## config.mk

```make
export PLATFORM = sky130hd
export DESIGN_NAME = microcore_branch_call_decode
export DESIGN_NICKNAME = d
export VERILOG_FILES = /design/src/hdl/branch_decode_pkg.sv /design/src/hdl/microcore_branch_call_decode.sv
export SDC_FILE = /design/constraint.sdc
export NUM_CORES = 1
export LEC_CHECK = 0
export CAP_MARGIN = 25
export CORE_UTILIZATION = 45
export DETAILED_ROUTE_END_ITERATION = 10
export DONT_BUFFER_PORTS = 1
export SKIP_CTS_REPAIR_TIMING = 1
export SLEW_MARGIN = 20
export SYNTH_ARGS = -nofsm -noshare
export SYNTH_HDL_FRONTEND = slang
export SYNTH_SLANG_ARGS = --single-unit
```

## constraint.sdc

```tcl
create_clock -name CLK_SYS -period 2.85 [get_ports CLK_SYS]
set_input_delay 0.4275 -clock CLK_SYS [delete_from_list [all_inputs] [get_ports CLK_SYS]]
set_output_delay 0.4275 -clock CLK_SYS [all_outputs]
set_load 0.01 [all_outputs]
```

## src/hdl/branch_decode_pkg.sv

```systemverilog
// Constants, types and register map for the branch and call decoder.
// Assumes one core clock and a 16-bit instruction word from code fetch.
package branch_decode_pkg;

  // Widths
  localparam int CODE_AW   = 10;
  localparam int WORD_W    = 16;
  localparam int NUM_COUNT = 4;
  localparam int NUM_OUTS  = 8;

  // Register indices; byte address is four times the index
  localparam logic [11:0] IDX_STATUS_A_FIRST  = 12'h101;
  localparam logic [11:0] IDX_STATUS_B_FIRST  = 12'h102;
  localparam logic [11:0] IDX_STATUS_A_SECOND = 12'h121;
  localparam logic [11:0] IDX_STATUS_B_SECOND = 12'h122;
  localparam logic [11:0] IDX_CORE_CONTROL    = 12'h140;
  localparam logic [11:0] IDX_CORE_STATE      = 12'h141;

  // Reset values
  localparam logic [15:0] STATUS_RESET  = 16'h0000;
  localparam logic [7:0]  CONTROL_RESET = 8'h00;
  localparam logic [9:0]  PC_RESET      = 10'h000;

  // Opcode patterns
  localparam logic [5:0]  OPC_JSRF_HI = 6'h0F;   // 001111
  localparam logic [3:0]  OPC_JSRF_LO = 4'h5;    // 0101
  localparam logic [5:0]  OPC_JSRR_HI = 6'h0C;   // 001100
  localparam logic [11:0] OPC_JTSF_HI = 12'h39B; // 001110011011
  localparam logic [2:0]  OPC_JTSF_LO = 3'h5;    // 101
  localparam logic [10:0] OPC_JTSR_HI = 11'h179; // 00101111001
  localparam logic [2:0]  OPC_CNTLD_HI = 3'h5;   // 101
  localparam logic [2:0]  OPC_CNTLD_LO = 3'h4;   // 100
  localparam logic [3:0]  OPC_LDJRA   = 4'h8;    // 1000
  localparam logic [3:0]  OPC_LDJRB   = 4'h9;    // 1001
  localparam logic [1:0]  OPC_LDJR_LO = 2'h0;

  // Output shortcut actions
  localparam logic [1:0] SC_KEEP   = 2'h0;
  localparam logic [1:0] SC_OFF    = 2'h1;
  localparam logic [1:0] SC_ON     = 2'h2;
  localparam logic [1:0] SC_TOGGLE = 2'h3;

  // Decoded instruction kind
  typedef enum logic [2:0] {
    K_NONE = 3'b000,
    K_JSRF = 3'b001,
    K_JSRR = 3'b010,
    K_JTSF = 3'b011,
    K_JTSR = 3'b100,
    K_CNTLD = 3'b101,
    K_LDJA = 3'b110,
    K_LDJB = 3'b111
  } instr_kind_t;

  // Core control register layout
  typedef struct packed {
    logic [2:0] shortcut_b_map;
    logic [2:0] shortcut_a_map;
    logic [1:0] status_source;
  } core_control_t;

  // Counter load fields
  typedef struct packed {
    logic       clear;
    logic [1:0] action_a;
    logic [1:0] action_b;
    logic [1:0] eoc_select;
    logic [2:0] alu_select;
  } count_load_t;

endpackage

```

## src/hdl/microcore_branch_call_decode.sv

```systemverilog
// Branch, call and counter load execution for one microcore.
// Assumes fetch presents the word at PC the same cycle; AHB-Lite slave.
//
// Added by the designer: the AHB-Lite register port.
`timescale 1ns/1ps

// Summary of operation
// RQ1: Far status jump taken loads PC from selected jump register.
// RQ2: Status bit select field is a direct bit index 0 to 15.
// RQ3: Tested status bit comes from one of the four status registers, chosen by core control.
// RQ4: Sense 0 matches a zero bit, sense 1 matches a one bit.
// RQ5: Relative status jump taken loads PC with PC plus offset.
// RQ6: Relative offsets are 5-bit two's complement, -16 to 15.
// RQ7: Far call always goes to address in selected jump register.
// RQ8: Relative call goes to current address plus signed offset.
// RQ9: Both calls copy current PC into the return address register.
// RQ10: Far status jump encoding 001111, sense, select, reg, 0101.
// RQ11: Relative status jump encoding 001100, sense, select, offset.
// RQ12: Far call encoding 001110011011, register bit, then 101.
// RQ13: Relative call encoding 00101111001 then offset.
// RQ14: Counter load writes ALU value to chosen end count, applies shortcuts.
// RQ15: Clear flag 0 keeps count, 1 zeroes and restarts the counter.
// RQ16: Shortcut action 00 keep, 01 off, 10 on, 11 invert.
// RQ17: Shortcut outputs come from the shortcut definition mapping.
// RQ18: End count select 00 to 11 picks first to fourth register.
// RQ19: Jump registers are 16 bits, loaded from a 10-bit immediate.
// RQ20: Untaken status jump steps PC by one, return address unchanged.
// RQ21: Relative call is always taken.
module microcore_branch_call_decode
  import branch_decode_pkg::*;
(
  input  wire logic                 CLK_SYS,
  input  wire logic                 RESET_N,
  input  wire logic                 INSTR_VALID,
  input  wire logic [WORD_W-1:0]    INSTR,
  output logic      [CODE_AW-1:0]   PC,
  output logic      [CODE_AW-1:0]   RETURN_ADDR,
  output logic      [2:0]           ALU_SEL,
  input  wire logic [WORD_W-1:0]    ALU_DATA,
  output logic      [NUM_OUTS-1:0]  OUT_STATE,
  output logic      [NUM_COUNT-1:0] COUNT_DONE,
  input  wire logic                 HSEL,
  input  wire logic [31:0]          HADDR,
  input  wire logic [1:0]           HTRANS,
  input  wire logic                 HWRITE,
  input  wire logic [2:0]           HSIZE,
  input  wire logic [31:0]          HWDATA,
  input  wire logic                 HREADY,
  output logic      [31:0]          HRDATA,
  output logic                      HREADYOUT,
  output logic                      HRESP
);

  logic [CODE_AW-1:0]  pc_reg;
  logic [CODE_AW-1:0]  pc_next;
  logic [CODE_AW-1:0]  aux_reg;
  logic [CODE_AW-1:0]  aux_next;
  logic [WORD_W-1:0]   jump_a_reg;
  logic [WORD_W-1:0]   jump_b_reg;
  logic [WORD_W-1:0]   status_reg [NUM_COUNT];
  core_control_t       control_reg;
  logic [WORD_W-1:0]   eoc_reg [NUM_COUNT];
  logic [WORD_W-1:0]   cnt_reg [NUM_COUNT];
  logic [NUM_OUTS-1:0] out_reg;
  logic [NUM_OUTS-1:0] out_next;
  instr_kind_t         kind;
  count_load_t         load_f;
  logic                status_bit;
  logic                cond_met;
  logic [CODE_AW-1:0]  rel_target;
  logic [CODE_AW-1:0]  far_target;
  logic                wr_pend_reg;
  logic [11:0]         wr_idx_reg;
  logic [31:0]         rd_data_next;
  logic                addr_phase;
  logic [11:0]         bus_idx;
  logic                bus_hit_space;

  // Instruction classification
  always_comb begin
    if (INSTR[15:10] == OPC_JSRF_HI && INSTR[3:0] == OPC_JSRF_LO) begin
      kind = K_JSRF; // RQ10
    end else if (INSTR[15:10] == OPC_JSRR_HI) begin
      kind = K_JSRR; // RQ11
    end else if (INSTR[15:4] == OPC_JTSF_HI && INSTR[2:0] == OPC_JTSF_LO) begin
      kind = K_JTSF; // RQ12
    end else if (INSTR[15:5] == OPC_JTSR_HI) begin
      kind = K_JTSR; // RQ13
    end else if (INSTR[15:13] == OPC_CNTLD_HI
                 && INSTR[2:0] == OPC_CNTLD_LO) begin
      kind = K_CNTLD;
    end else if (INSTR[15:12] == OPC_LDJRA && INSTR[1:0] == OPC_LDJR_LO) begin
      kind = K_LDJA;
    end else if (INSTR[15:12] == OPC_LDJRB && INSTR[1:0] == OPC_LDJR_LO) begin
      kind = K_LDJB;
    end else begin
      kind = K_NONE;
    end
  end

  // Operand fields and targets
  assign load_f     = count_load_t'(INSTR[12:3]);
  assign ALU_SEL    = load_f.alu_select;
  assign status_bit = status_reg[control_reg.status_source][INSTR[8:5]]; // RQ2 RQ3
  assign cond_met   = (status_bit == INSTR[9]); // RQ4
  assign rel_target = pc_reg + {{(CODE_AW-5){INSTR[4]}}, INSTR[4:0]}; // RQ6
  assign far_target = ((kind == K_JSRF) ? INSTR[4] : INSTR[3])
                      ? jump_b_reg[CODE_AW-1:0] : jump_a_reg[CODE_AW-1:0];

  // Next program counter and return address
  always_comb begin
    pc_next  = pc_reg;
    aux_next = aux_reg;
    if (INSTR_VALID) begin
      pc_next = pc_reg + 10'h001; // RQ20
      case (kind)
        K_JSRF: begin
          if (cond_met) begin
            pc_next = far_target; // RQ1
          end
        end
        K_JSRR: begin
          if (cond_met) begin
            pc_next = rel_target; // RQ5
          end
        end
        K_JTSF: begin
          pc_next  = far_target; // RQ7
          aux_next = pc_reg; // RQ9
        end
        K_JTSR: begin
          pc_next  = rel_target; // RQ8 RQ21
          aux_next = pc_reg; // RQ9
        end
        default: begin
          pc_next = pc_reg + 10'h001;
        end
      endcase
    end
  end

  // Program counter and return address registers
  always_ff @(posedge CLK_SYS) begin
    if (!RESET_N) begin
      pc_reg  <= PC_RESET;
      aux_reg <= PC_RESET;
    end else begin
      pc_reg  <= pc_next;
      aux_reg <= aux_next;
    end
  end

  // Jump registers, upper bits cleared on load
  always_ff @(posedge CLK_SYS) begin
    if (!RESET_N) begin
      jump_a_reg <= STATUS_RESET;
      jump_b_reg <= STATUS_RESET;
    end else if (INSTR_VALID && kind == K_LDJA) begin
      jump_a_reg <= {6'h00, INSTR[11:2]}; // RQ19
    end else if (INSTR_VALID && kind == K_LDJB) begin
      jump_b_reg <= {6'h00, INSTR[11:2]}; // RQ19
    end
  end

  // End count registers and counters, one per entry
  for (genvar i = 0; i < NUM_COUNT; i++) begin : g_count
    logic load_here;
    assign load_here = INSTR_VALID && kind == K_CNTLD
                       && load_f.eoc_select == 2'(i); // RQ18
    always_ff @(posedge CLK_SYS) begin
      if (!RESET_N) begin
        eoc_reg[i] <= STATUS_RESET;
      end else if (load_here) begin
        eoc_reg[i] <= ALU_DATA; // RQ14
      end
    end
    // Counter wraps at its end count; clear restarts from zero
    always_ff @(posedge CLK_SYS) begin
      if (!RESET_N) begin
        cnt_reg[i] <= STATUS_RESET;
      end else if (load_here && load_f.clear) begin
        cnt_reg[i] <= STATUS_RESET; // RQ15
      end else if (cnt_reg[i] == eoc_reg[i]) begin
        cnt_reg[i] <= STATUS_RESET;
      end else begin
        cnt_reg[i] <= cnt_reg[i] + 16'h0001; // RQ15
      end
    end
    assign COUNT_DONE[i] = (cnt_reg[i] == eoc_reg[i]);
  end

  // Shortcut action on one output level
  function automatic logic apply_action(input logic cur,
                                        input logic [1:0] act);
    logic res;
    res = cur;
    case (act)
      SC_OFF:    res = 1'b0;
      SC_ON:     res = 1'b1;
      SC_TOGGLE: res = ~cur;
      default:   res = cur;
    endcase
    return res; // RQ16
  endfunction

  // Output levels; second shortcut applied after the first
  for (genvar j = 0; j < NUM_OUTS; j++) begin : g_out
    logic mid;
    assign mid = (control_reg.shortcut_a_map == 3'(j))
                 ? apply_action(out_reg[j], load_f.action_a) // RQ17
                 : out_reg[j];
    assign out_next[j] = (control_reg.shortcut_b_map == 3'(j))
                         ? apply_action(mid, load_f.action_b) // RQ17
                         : mid;
  end

  always_ff @(posedge CLK_SYS) begin
    if (!RESET_N) begin
      out_reg <= '0;
    end else if (INSTR_VALID && kind == K_CNTLD) begin
      out_reg <= out_next; // RQ14
    end
  end

  // Bus address phase decode
  assign addr_phase    = HSEL && HTRANS[1] && HREADY;
  assign bus_idx       = HADDR[13:2];
  assign bus_hit_space = (HADDR[31:14] == 18'h00000);

  // Read data captured in the address phase
  always_comb begin
    rd_data_next = 32'h0000_0000;
    if (!bus_hit_space) begin
      rd_data_next = 32'h0000_0000;
    end else if (bus_idx == IDX_STATUS_A_FIRST) begin
      rd_data_next = {16'h0000, status_reg[0]};
    end else if (bus_idx == IDX_STATUS_B_FIRST) begin
      rd_data_next = {16'h0000, status_reg[1]};
    end else if (bus_idx == IDX_STATUS_A_SECOND) begin
      rd_data_next = {16'h0000, status_reg[2]};
    end else if (bus_idx == IDX_STATUS_B_SECOND) begin
      rd_data_next = {16'h0000, status_reg[3]};
    end else if (bus_idx == IDX_CORE_CONTROL) begin
      rd_data_next = {24'h000000, control_reg};
    end else if (bus_idx == IDX_CORE_STATE) begin
      rd_data_next = {6'h00, aux_reg, 6'h00, pc_reg};
    end
  end

  always_ff @(posedge CLK_SYS) begin
    if (!RESET_N) begin
      HRDATA <= 32'h0000_0000;
    end else if (addr_phase && !HWRITE) begin
      HRDATA <= rd_data_next;
    end
  end

  // Pending write remembered for the data phase
  always_ff @(posedge CLK_SYS) begin
    if (!RESET_N) begin
      wr_pend_reg <= 1'b0;
      wr_idx_reg  <= 12'h000;
    end else begin
      wr_pend_reg <= addr_phase && HWRITE && bus_hit_space;
      wr_idx_reg  <= bus_idx;
    end
  end

  // Software written registers
  always_ff @(posedge CLK_SYS) begin
    if (!RESET_N) begin
      for (int k = 0; k < NUM_COUNT; k++) begin
        status_reg[k] <= STATUS_RESET;
      end
      control_reg <= core_control_t'(CONTROL_RESET);
    end else if (wr_pend_reg) begin
      if (wr_idx_reg == IDX_STATUS_A_FIRST) begin
        status_reg[0] <= HWDATA[15:0];
      end else if (wr_idx_reg == IDX_STATUS_B_FIRST) begin
        status_reg[1] <= HWDATA[15:0];
      end else if (wr_idx_reg == IDX_STATUS_A_SECOND) begin
        status_reg[2] <= HWDATA[15:0];
      end else if (wr_idx_reg == IDX_STATUS_B_SECOND) begin
        status_reg[3] <= HWDATA[15:0];
      end else if (wr_idx_reg == IDX_CORE_CONTROL) begin
        control_reg <= core_control_t'(HWDATA[7:0]);
      end
    end
  end

  // Outputs
  assign PC          = pc_reg;
  assign RETURN_ADDR = aux_reg;
  assign OUT_STATE   = out_reg;
  assign HREADYOUT   = 1'b1;
  assign HRESP       = 1'b0;
endmodule

```

== Word level (Yosys, flattened, before mapping) ==
Memories as Yosys holds them, arrays and structs flattened. A register that Yosys moved wholly into a read port is not among the register bits.
Cells that the tools add are included.
Operators by class
  add/sub/neg operators: 6
  order comparisons: 1
  equality and inequality tests: 56
  multiplexer cells: 154
  bitwise gates (word level): 41
  reduce and logical (&&, ||, !) cells: 31
Operator list (count)
  $mux 16: 20
  $mux 26: 7
  $eq 12x9->1 const B: 11
  $mux 1: 97
  $add 16x1->16 const B: 4
  $eq 16x16->1: 4
  $pmux 1 s3: 16
  $eq 3x3->1 const B: 15
  $pmux 10 s4: 1
  $mux 10: 3
  $logic_and 1x1->1: 21
  $mux 3: 7
  $not 1->1: 21
  $or 1x1->1: 20
  $eq 3x2->1 const B: 6
  $logic_not 18->1: 1
  $eq 12x10->1 const B: 1
  $eq 2x2->1 const B: 6
  $eq 6x4->1 const B: 2
  $eq 11x9->1 const B: 1
  $add 10x1->10 const B: 1
  $add 10x10->10: 1
  $eq 3x1->1 const B: 3
  $eq 4x4->1 const B: 2
  12 further kinds: 18
Storage, ports and cells
  register bits: 101
  bits in writable memories: 192
  input bits: 107
  output and inout port bits: 69
  word-level logic and storage cells: 303
  memories kept: 3
Memory list
  cnt_reg: depth 4, width 16, read ports 4, clocked after Yosys merged registers in 0, write ports 4, line microcore_branch_call_decode.sv:63  | logic [WORD_W-1:0] cnt_reg [NUM_COUNT];
  eoc_reg: depth 4, width 16, read ports 4, clocked after Yosys merged registers in 0, write ports 4, line microcore_branch_call_decode.sv:62  | logic [WORD_W-1:0] eoc_reg [NUM_COUNT];
  status_reg: depth 4, width 16, read ports 5, clocked after Yosys merged registers in 1, write ports 4, line microcore_branch_call_decode.sv:60  | logic [WORD_W-1:0] status_reg [NUM_COUNT];

== Longest topological paths before layout ==
Gate-level depths: netlist of the first run.
  word-level depth: 19
  gate-level depth with buffers: 11
  mapped depth without buffers: 10

== Worst setup path before layout of the first run ==
No wires, ideal clock.
  kind: in2reg
  start point: input INSTR[14]
  end point: memory eoc_reg[3][0] (enable)
  setup time: 0.411 ns
  data arrival time: 2.622 ns
  slack: -0.183 ns
  cell stages on the path: 4
  buffers on the path: 1
  cell sequence: nor4b_1 > nand4_1 > clkbuf_1 > o21ai_0
RTL lines
  from (decl): line microcore_branch_call_decode.sv:35  | input wire logic [WORD_W-1:0] INSTR,
  to (decl): line microcore_branch_call_decode.sv:62

==> flow_summary.ini, run 1 <==
[setup_path]
path_depth = 12
crit_path_cell_trace = buf_12, buf_8, mux2_2, o221ai_2, a21oi_2, or4_4, buf_4, nor3_2, nor3_4, buf_4, o22a_1, a31oi_1
critical_path_class = register to register
crit_path_end_kind = register
required_ns = 3.34
cp_top_family = simple AND/OR/NAND/NOR gates
arrival_ns = 3.29
worst-path-max-fanout = 6
critPathMaxStageDelay_ns = 0.56
timing.critical_path.mode_cell = buf_4
cp_slowest_cell = or4_4
start_kind = register
rr_worst_depth = 12
cp_num_buf_inv = 4

[pwr]
p_per_area_nw_per_um2 = 540.1
power.leakage_nw = 6.256
ir_drop_uv = 519.5

[sta]
finalSetupViolCount = 0
setup_tns_ns = 0
rsz0062_at_grt = yes
fmax_ghz = 0.3581
slew_viol_final = 0
post-route-period-util = 0.9798
timing.clock.skew_ns = 0.01325
tightest_slew_ns = 0.6160
period_minus_slack_ns = 2.792
setup_slack_ns = 0.05763
hold_viol = 0
maxSlewHeadroom = 0.5887

[layout]
mostFrequentLayoutCell = edfxtp_1
final_cell_area_um2 = 16900
final_cells = 1932
layout_common_cells = edfxtp_1 (192), nor2_1 (180), and2_1 (142), xor2_1 (102), dfxtp_1 (96)
final.fill_count = 2816
final_nets = 1595
drive_above_1_share = 0.1109
seqCellArea_um2 = 7711
multi_input_area_um2 = 6915
antenna_cells = 0
synthToLayoutAreaGrowth_pct = 15.12

[die]
dieArea_um2 = 33340
fp-row-count = 65
core_um2 = 31800
die_w_um = 182.6
die_y_um = 182.6
ios = 176
initial_core_util = 0.4615

[grt]
grt_usage = 0.2258
grt_start_max_net_pins = 59
grt-ovfl-total = 0
grt_pass1_wl_mm = 57.65
grt_pass1_vias = 10121
grt_antenna_before_repair = 0

[run]
maxCapViolCount = 0

[place]
placed_area_um2 = 15700
dpl.cell_count = 1860
io_buffer_count = 0
finalWeightedCongestion = 0.8686
place_hpwl_mm = 26.67
pre_cts_ws_ns = 0.001519

[detailed_routing]
wirelength_mm = 38.22
drc = 0
drtIter0Drc = 855
via_per_inst = 5.421
post_drt_wl_per_cell_um = 19.78
antenna_left = 0
route.vias.total = 10474
firstDrtPassIters = 6

[synth]
synth_seq_cells = 289
synthArstFlopShare = 0
syn_inst = 1363
synth_edf_count = 192
synth.distinct_cells = 78
syn_avg_cell_area_um2 = 10.77
yosys_warnings = 0
syn-cell-area_um2 = 14680
seq_area_frac_synth = 0.5251
ys.flop_type = edfxtp_1

[clocking]
tritoncts = yes
clkLatencyLatePin_ns = 0.56
numClockSinks = 289
clk_pin_slew_worst_paths_ns = 0.06
cts-root-buf = clkbuf_16
cts_max_level = 1
cts_made_buffers = 31
clockBufferDepth = 3

[status]
status = finished clean

[worst_hold_path]
hp-class = primary input to register
holdPathStages = 2
metal layers:
metal | GRT usage | up-vias | wire (µm)
met5 | 0 | - | 0
li1 | - | 5048 | -
met2 | 0.3988 | 313 | 19070
met3 | 0.05209 | 50 | 2771
met4 | 0.06622 | 0 | 923
met1 | 0.2730 | 5063 | 15460
cells in the mapped netlist, drive strengths merged, types with 5 or more instances:
library cell,number,share of area
edfxtp,192,0.39
nor2,182,0.047
and2,143,0.061
xor2,102,0.061
dfxtp,97,0.13
nand2,63,0.016
mux2i,56,0.038
a21oi,54,0.018
nand3,49,0.017
clkbuf,46,0.012
o21ai,33,0.011
nor2b,26,0.011
xnor2,26,0.016
a22oi,25,0.013
inv,24,0.0061
nor4,23,0.010
buf,21,0.010
and3,17,0.0072
nor3,15,0.0066
ha,14,0.012
a31oi,13,0.0055
mux4,13,0.021
nand4,13,0.0055
mux2,11,0.0092
a222oi,9,0.0061
nand2b,8,0.0034
a41oi,7,0.0042
or2,7,0.0030
or4,6,0.0033
a211oi,5,0.0029
a31o,5,0.0030
or3,5,0.0021
path summary, 6_finish.rpt:
check                startpoint             to  slack (ns)
setup reg to reg       register          PC[0]        0.06
setup / recovery       register          PC[0]        0.06
hold reg to reg   jump_a_reg[5]  jump_a_reg[5]        0.50
hold / removal          RESET_N          PC[0]        0.01
kinds of logic (layout without fill, tap and decap cells):
logic type,count (synthesis),in the layout,synth area share
other,2,72,0.0005117
AND/OR/NAND/NOR,571,571,0.2013
adder cells (fa/ha/maj),15,15,0.01330
buffers and inverters,92,156,0.02847
flip-flops,289,289,0.5251
multiplexers,80,80,0.06888
XOR/XNOR,128,128,0.07639
AO/OA/AOI/OAI,186,186,0.08602
final cells by class:
| cell class | instances | share of cell area |
|---|---|---|
| clock buffer | 35 | 0.04739 |
| clock inverter | 22 | 0.008960 |
| inverter | 25 | 0.005554 |
| multi-input combinational | 1052 | 0.4093 |
| sequential | 289 | 0.4564 |
| tap | 435 | 0.03221 |
| timing repair buffer | 74 | 0.04021 |
metrics by stage:
step | power (mW) | utilization | hold WS, ns
2_1_floorplan | 5.217 | - | 0.4514
3_3_place_gp | 5.342 | 0.4936 | 0.4682
3_5_place_dp | 5.353 | 0.4936 | 0.4816
4_1_cts | 9.162 | 0.5235 | -0.05794
5_1_grt | 9.406 | 0.5313 | 0.002899
6_report | 9.125 | 0.5313 | 0.01020
power breakdown:
group / internal [mW] / switching (mW) / total, mW / leakage [nW]
clock network: 2.11 / 1.72 / 3.83 / 0.473
logic: 0.228 / 0.288 / 0.515 / 3.13
registers: 4.64 / 0.139 / 4.78 / 2.65
total: 6.98 / 2.14 / 9.13 / 6.26
Note: power is estimated with default switching activity, not from simulation.
==> run 2, diff against run 1 <==
- ABC_AREA: not set -> 1
==> run 2 against run 1 <==
  * Sequential power barely moved
  * Power increased by 11%
  * Final cell count increased by 19%
  * Largest cell class unchanged
  * Synthesized area up 2.8%
  * First-iteration DRC count is 8.5% higher
==> flow_summary.ini, run 2 <==
[status]
status = finished clean

[worst_hold_path]
hold_start = HADDR[13]
hp-class = primary input to register

[die]
core_um2 = 32780
fp-row-count = 66
die_y_um = 185.1
ios = 176
initial_core_util = 0.4602
dieArea_um2 = 34260
die_w_um = 185.1

[sta]
finalSetupViolCount = 0
slew_viol_final = 0
post-route-period-util = 0.8492
tightest_slew_ns = 0.7406
period_minus_slack_ns = 2.420
timing.clock.skew_ns = 0.01928
maxSlewHeadroom = 0.5050
setup_tns_ns = 0
fmax_ghz = 0.4132
rsz0062_at_grt = no
hold_viol = 0
whs_ns = 0.007969

[clocking]
cts_max_level = 2
cts_made_buffers = 34
tritoncts = yes
numClockSinks = 289
clk_pin_slew_worst_paths_ns = 0.06
cts-root-buf = clkbuf_16
clockBufferDepth = 3
clkLatencyLatePin_ns = 0.51

[pwr]
clkPwrFrac = 0.463
swShare = 0.2298
p_comb_frac = 0.062
internal-power_mw = 7.772
power.leakage_nw = 6.855
ir_drop_uv = 395.1
p_per_area_nw_per_um2 = 596.6
pwr-share-seq = 0.475
switchingPower_mw = 2.319
power_mw = 10.09

[layout]
utilization = 0.5160
drive_above_1_share = 0.06810
mostFrequentLayoutCell = nand2_1
layout_common_cells = nand2_1 (311), nor2_1 (296), inv_1 (218), edfxtp_1 (192), dfxtp_1 (97)
final.fill_count = 3076
multi_input_area_um2 = 6406
synthToLayoutAreaGrowth_pct = 12.13
final_nets = 1961
seqCellArea_um2 = 7707
final_cell_area_um2 = 16920

[place]
placed_area_um2 = 15710
place_hpwl_mm = 28.20
finalWeightedCongestion = 0.8868
io_buffer_count = 0

[setup_path]
required_ns = 2.42
critical_path.startpoint = cnt_reg[3][1]
critical_path_class = register to output pin
worst-path-max-fanout = 4
rr_worst_depth = 8
arrival_ns = 1.99
r2r-start = cnt_reg[3][1]
start_kind = register
rrSetupSlack_ns = 0.52
reg2reg_to = cnt_reg[3][3]
crit_path_end = COUNT_DONE[3]
crit_path_end_kind = output pin

[detailed_routing]
wirelength_mm = 39.55
via_per_inst = 5.183
drtIter0Drc = 928
post_drt_wl_per_cell_um = 17.14
antenna_left = 0
route.vias.total = 11962
firstDrtPassIters = 5
drc = 0

[synth]
synthArstFlopShare = 0
synth.distinct_cells = 57
synth_common_cells = nand2_1 (311), nor2_1 (296), inv_1 (218)
netlist.area_leader.share = 0.3822
synth_edf_count = 192
netlist.top_cell.by_area = edfxtp_1
syn-cell-area_um2 = 15090
syn_inst = 1779
synth_seq_cells = 289
seq_area_frac_synth = 0.5109
ys.flop_type = edfxtp_1
yosys_warnings = 0
synthTopCellsByArea = edfxtp_1 (38%), dfxtp_1 (13%), nand2_1 (7.7%)
syn_avg_cell_area_um2 = 8.480
yosysMostFrequentCell = nand2_1

[grt]
grt_pass1_vias = 11711
grt_usage = 0.2364
grt_start_max_net_pins = 79
grt_pass1_wl_mm = 62.12
grt_antenna_before_repair = 1
grt-ovfl-total = 0

[run]
maxCapViolCount = 0
## run 2: cell types whose count changed in the layout (fill, tap and decap cells not counted), moves of 52 or more
| cell | delta |
|---|---|
| inv_1 | +195 |
| xor2_1 | -52 |
| nand2_1 | +250 |
| mux2i_1 | -56 |
| and2_1 | -140 |
| nor2_1 | +116 |
| o21ai_0 | +69 |
## run 2: how the worst min path moves through the flow
stage	to	cells past startpoint
final	wr_idx_reg[11]	2
after global routing	wr_idx_reg[10]	2
after CTS	wr_idx_reg[9]	2
after detailed placement	jump_a_reg[7]	2
after global placement	jump_a_reg[7]	2
after floorplan	jump_a_reg[0]	2
## run 2: kinds of logic (layout without fill, tap and decap cells)
kind of cell             count (synthesis)  in the layout  share of synthesized area
AO/OA/AOI/OAI                          267            267                     0.1020
XOR/XNOR                                86             86                    0.04993
adder cells (fa/ha/maj)                 15             15                    0.01294
buffers and inverters                  294            310                    0.08186
flip-flops                             289            289                     0.5109
other                                    2             73                  0.0004978
AND/OR/NAND/NOR                        826            826                     0.2419
## run 2: power by group through the flow
stage / Combinational (mW) / Clock, mW / Sequential, mW
CTS: 0.625 / 4.74 / 4.79
detailed placement: 0.622 / 0 / 4.88
global route: 0.711 / 4.91 / 4.82
finish: 0.625 / 4.67 / 4.79
floorplan: 0.514 / 0 / 4.84
global placement: 0.609 / 0 / 4.88
## run 2: per-stage QoR
step | cells | worst slack (ns)
global placement | 2245 | 0.4314
global route | 2308 | 0.2837
detailed placement | 2245 | 0.4188
finish | 2308 | 0.4299
CTS | 2307 | 0.4056
floorplan | 1849 | 0.3535
## run 2: final cells by class
type | count | area share
diodes | 1 | 0.0001479
clock buffers | 46 | 0.05851
clock inverters | 16 | 0.01280
inverters | 223 | 0.04963
multi-input cells | 1266 | 0.3787
flip-flops and latches | 289 | 0.4557
well taps | 442 | 0.03269
repair buffers | 25 | 0.01184
## run 2: critical path, cell delays in order (launching register included)
cell	delay (ns)
edfxtp_1	0.43
or2_2	0.31
a21boi_0	0.27
nand4_1	0.13
nor3_1	0.16
buf_4	0.17
## run 2: layer usage
metal	track usage	share of wire
met3	0.04208	0.063
met5	0	0
met4	0.08364	0.030
met1	0.2926	0.42
met2	0.4119	0.48
==> run 3, diff against run 2 <==
- ABC_AREA: 1 -> 0
- clock period: 2.85 -> 2.2 ns (I/O delays scaled with it)
==> run 3 against run 2 <==
  * The run now ends with hold timing, setup timing left
  * First-iteration DRC count fell by 13%
  * Via count is 8.3% lower
  * Global-route usage fell by 0.38 points
  * Sequential share of layout area down 2.9 points
  * Worst setup slack got worse by 1.1 ns
  * Die area down 2.7%
  * Sequential cell count stayed put
  * Worst hold slack worse by 0.033 ns
  * Final area increased by 6.9%
==> flow_summary.ini, run 3 (same netlist as run 1, synthesis figures left out) <==
[sta]
tightest_slew_ns = 0.9537
whs_ns = -0.02491
maxSlewHeadroom = 0.3621
period_minus_slack_ns = 2.863
fmax_ghz = 0.3493
post-route-period-util = 1.301
hold_viol = 4
setup_tns_ns = -5.488
slew_viol_final = 0
rsz0062_at_grt = yes
setup_slack_ns = -0.6630
finalSetupViolCount = 11
timing.clock.skew_ns = 0.01756

[clocking]
clkLatencyLatePin_ns = 0.51
cts_made_buffers = 34
numClockSinks = 289
cts-root-buf = clkbuf_16
clk_pin_slew_worst_paths_ns = 0.06
cts_max_level = 2
tritoncts = yes
clockBufferDepth = 3

[worst_hold_path]
hp-class = primary input to register

[pwr]
p_per_area_nw_per_um2 = 719.7
power.leakage_nw = 6.878
power_mw = 13.02
ir_drop_uv = 640.5

[die]
initial_core_util = 0.4615
ios = 176
fp-row-count = 65
core_um2 = 31800
die_y_um = 182.6
die_w_um = 182.6
dieArea_um2 = 33340

[place]
finalWeightedCongestion = 0.9073
placed_area_um2 = 16180
place_hpwl_mm = 27.99
dpl.cell_count = 1904
pre_cts_ws_ns = -0.6098
io_buffer_count = 0

[status]
status = finished with violations
violations = hold timing, setup timing

[detailed_routing]
post_drt_wl_per_cell_um = 19.79
route.vias.total = 10971
antenna_left = 0
via_per_inst = 5.391
drc = 0
firstDrtPassIters = 6
drtIter0Drc = 803
wirelength_mm = 40.26

[setup_path]
worst-path-max-fanout = 8
crit_path_end_kind = register
start_kind = register
required_ns = 2.59
critical_path_class = register to register
arrival_ns = 3.25

[layout]
synthToLayoutAreaGrowth_pct = 23.26
mostFrequentLayoutCell = edfxtp_1
drive_above_1_share = 0.1688
utilization = 0.5689
multi_input_area_um2 = 7052
seqCellArea_um2 = 7711
final_cell_area_um2 = 18090
layout_common_cells = edfxtp_1 (192), nor2_1 (177), and2_1 (142), buf_4 (133), xor2_1 (102)
final_nets = 1696
final_cells = 2035
antenna_cells = 0
final.fill_count = 2782

[grt]
globalRoute.busiestLayer = met2
grt_usage = 0.2326
grt-ovfl-total = 0
gr-usage-met1 = 0.2777
use_met2 = 0.4050
grt_pass1_wl_mm = 59.51
grt_start_max_net_pins = 59
grt_pass1_vias = 10602
grt_use_met3 = 0.05328
grt_antenna_before_repair = 0

[run]
maxCapViolCount = 0
==> run 3: power by group <==
part           switching, mW  internal [mW]
clock network           2.28           3.73
registers              0.175           6.01
logic                  0.434          0.383
==> run 3: metal layers <==
layer | vias to the layer above | wire, µm
li1 | 5245 | -
met1 | 5306 | 16320
met2 | 332 | 19800
met3 | 88 | 2615
met4 | 0 | 1532
met5 | - | 0
==> run 3: worst paths after layout <==
| kind | from | endpoint | slack [ns] | cells past startpoint |
|---|---|---|---|---|
| min | HWDATA[6] | control_reg[6] | -0.02 | 2 |
| max | register | PC[6] | -0.66 | 10 |
| min reg2reg | jump_a_reg[3] | jump_a_reg[3] | 0.49 | 2 |
| max reg2reg | register | PC[6] | -0.66 | 10 |
==> run 3: final cells by class <==
| type | instances | area share |
|---|---|---|
| clock buffer | 48 | 0.05865 |
| clock inverter | 14 | 0.008646 |
| inverter | 25 | 0.005326 |
| multi-input combinational | 1052 | 0.3898 |
| sequential | 289 | 0.4263 |
| tap | 435 | 0.03009 |
| timing repair buffer | 172 | 0.08120 |
==> run 3: critical path: stages, from the launching register on <==
cell      delay (ns)
dfxtp_4         0.44
buf_12          0.13
mux4_2          0.53
nand2_2         0.10
a211oi_4        0.07
or4_4           0.55
o2111a_2        0.16
nor3_4          0.34
o31ai_2         0.11
a41oi_1         0.21
o21ai_1         0.09
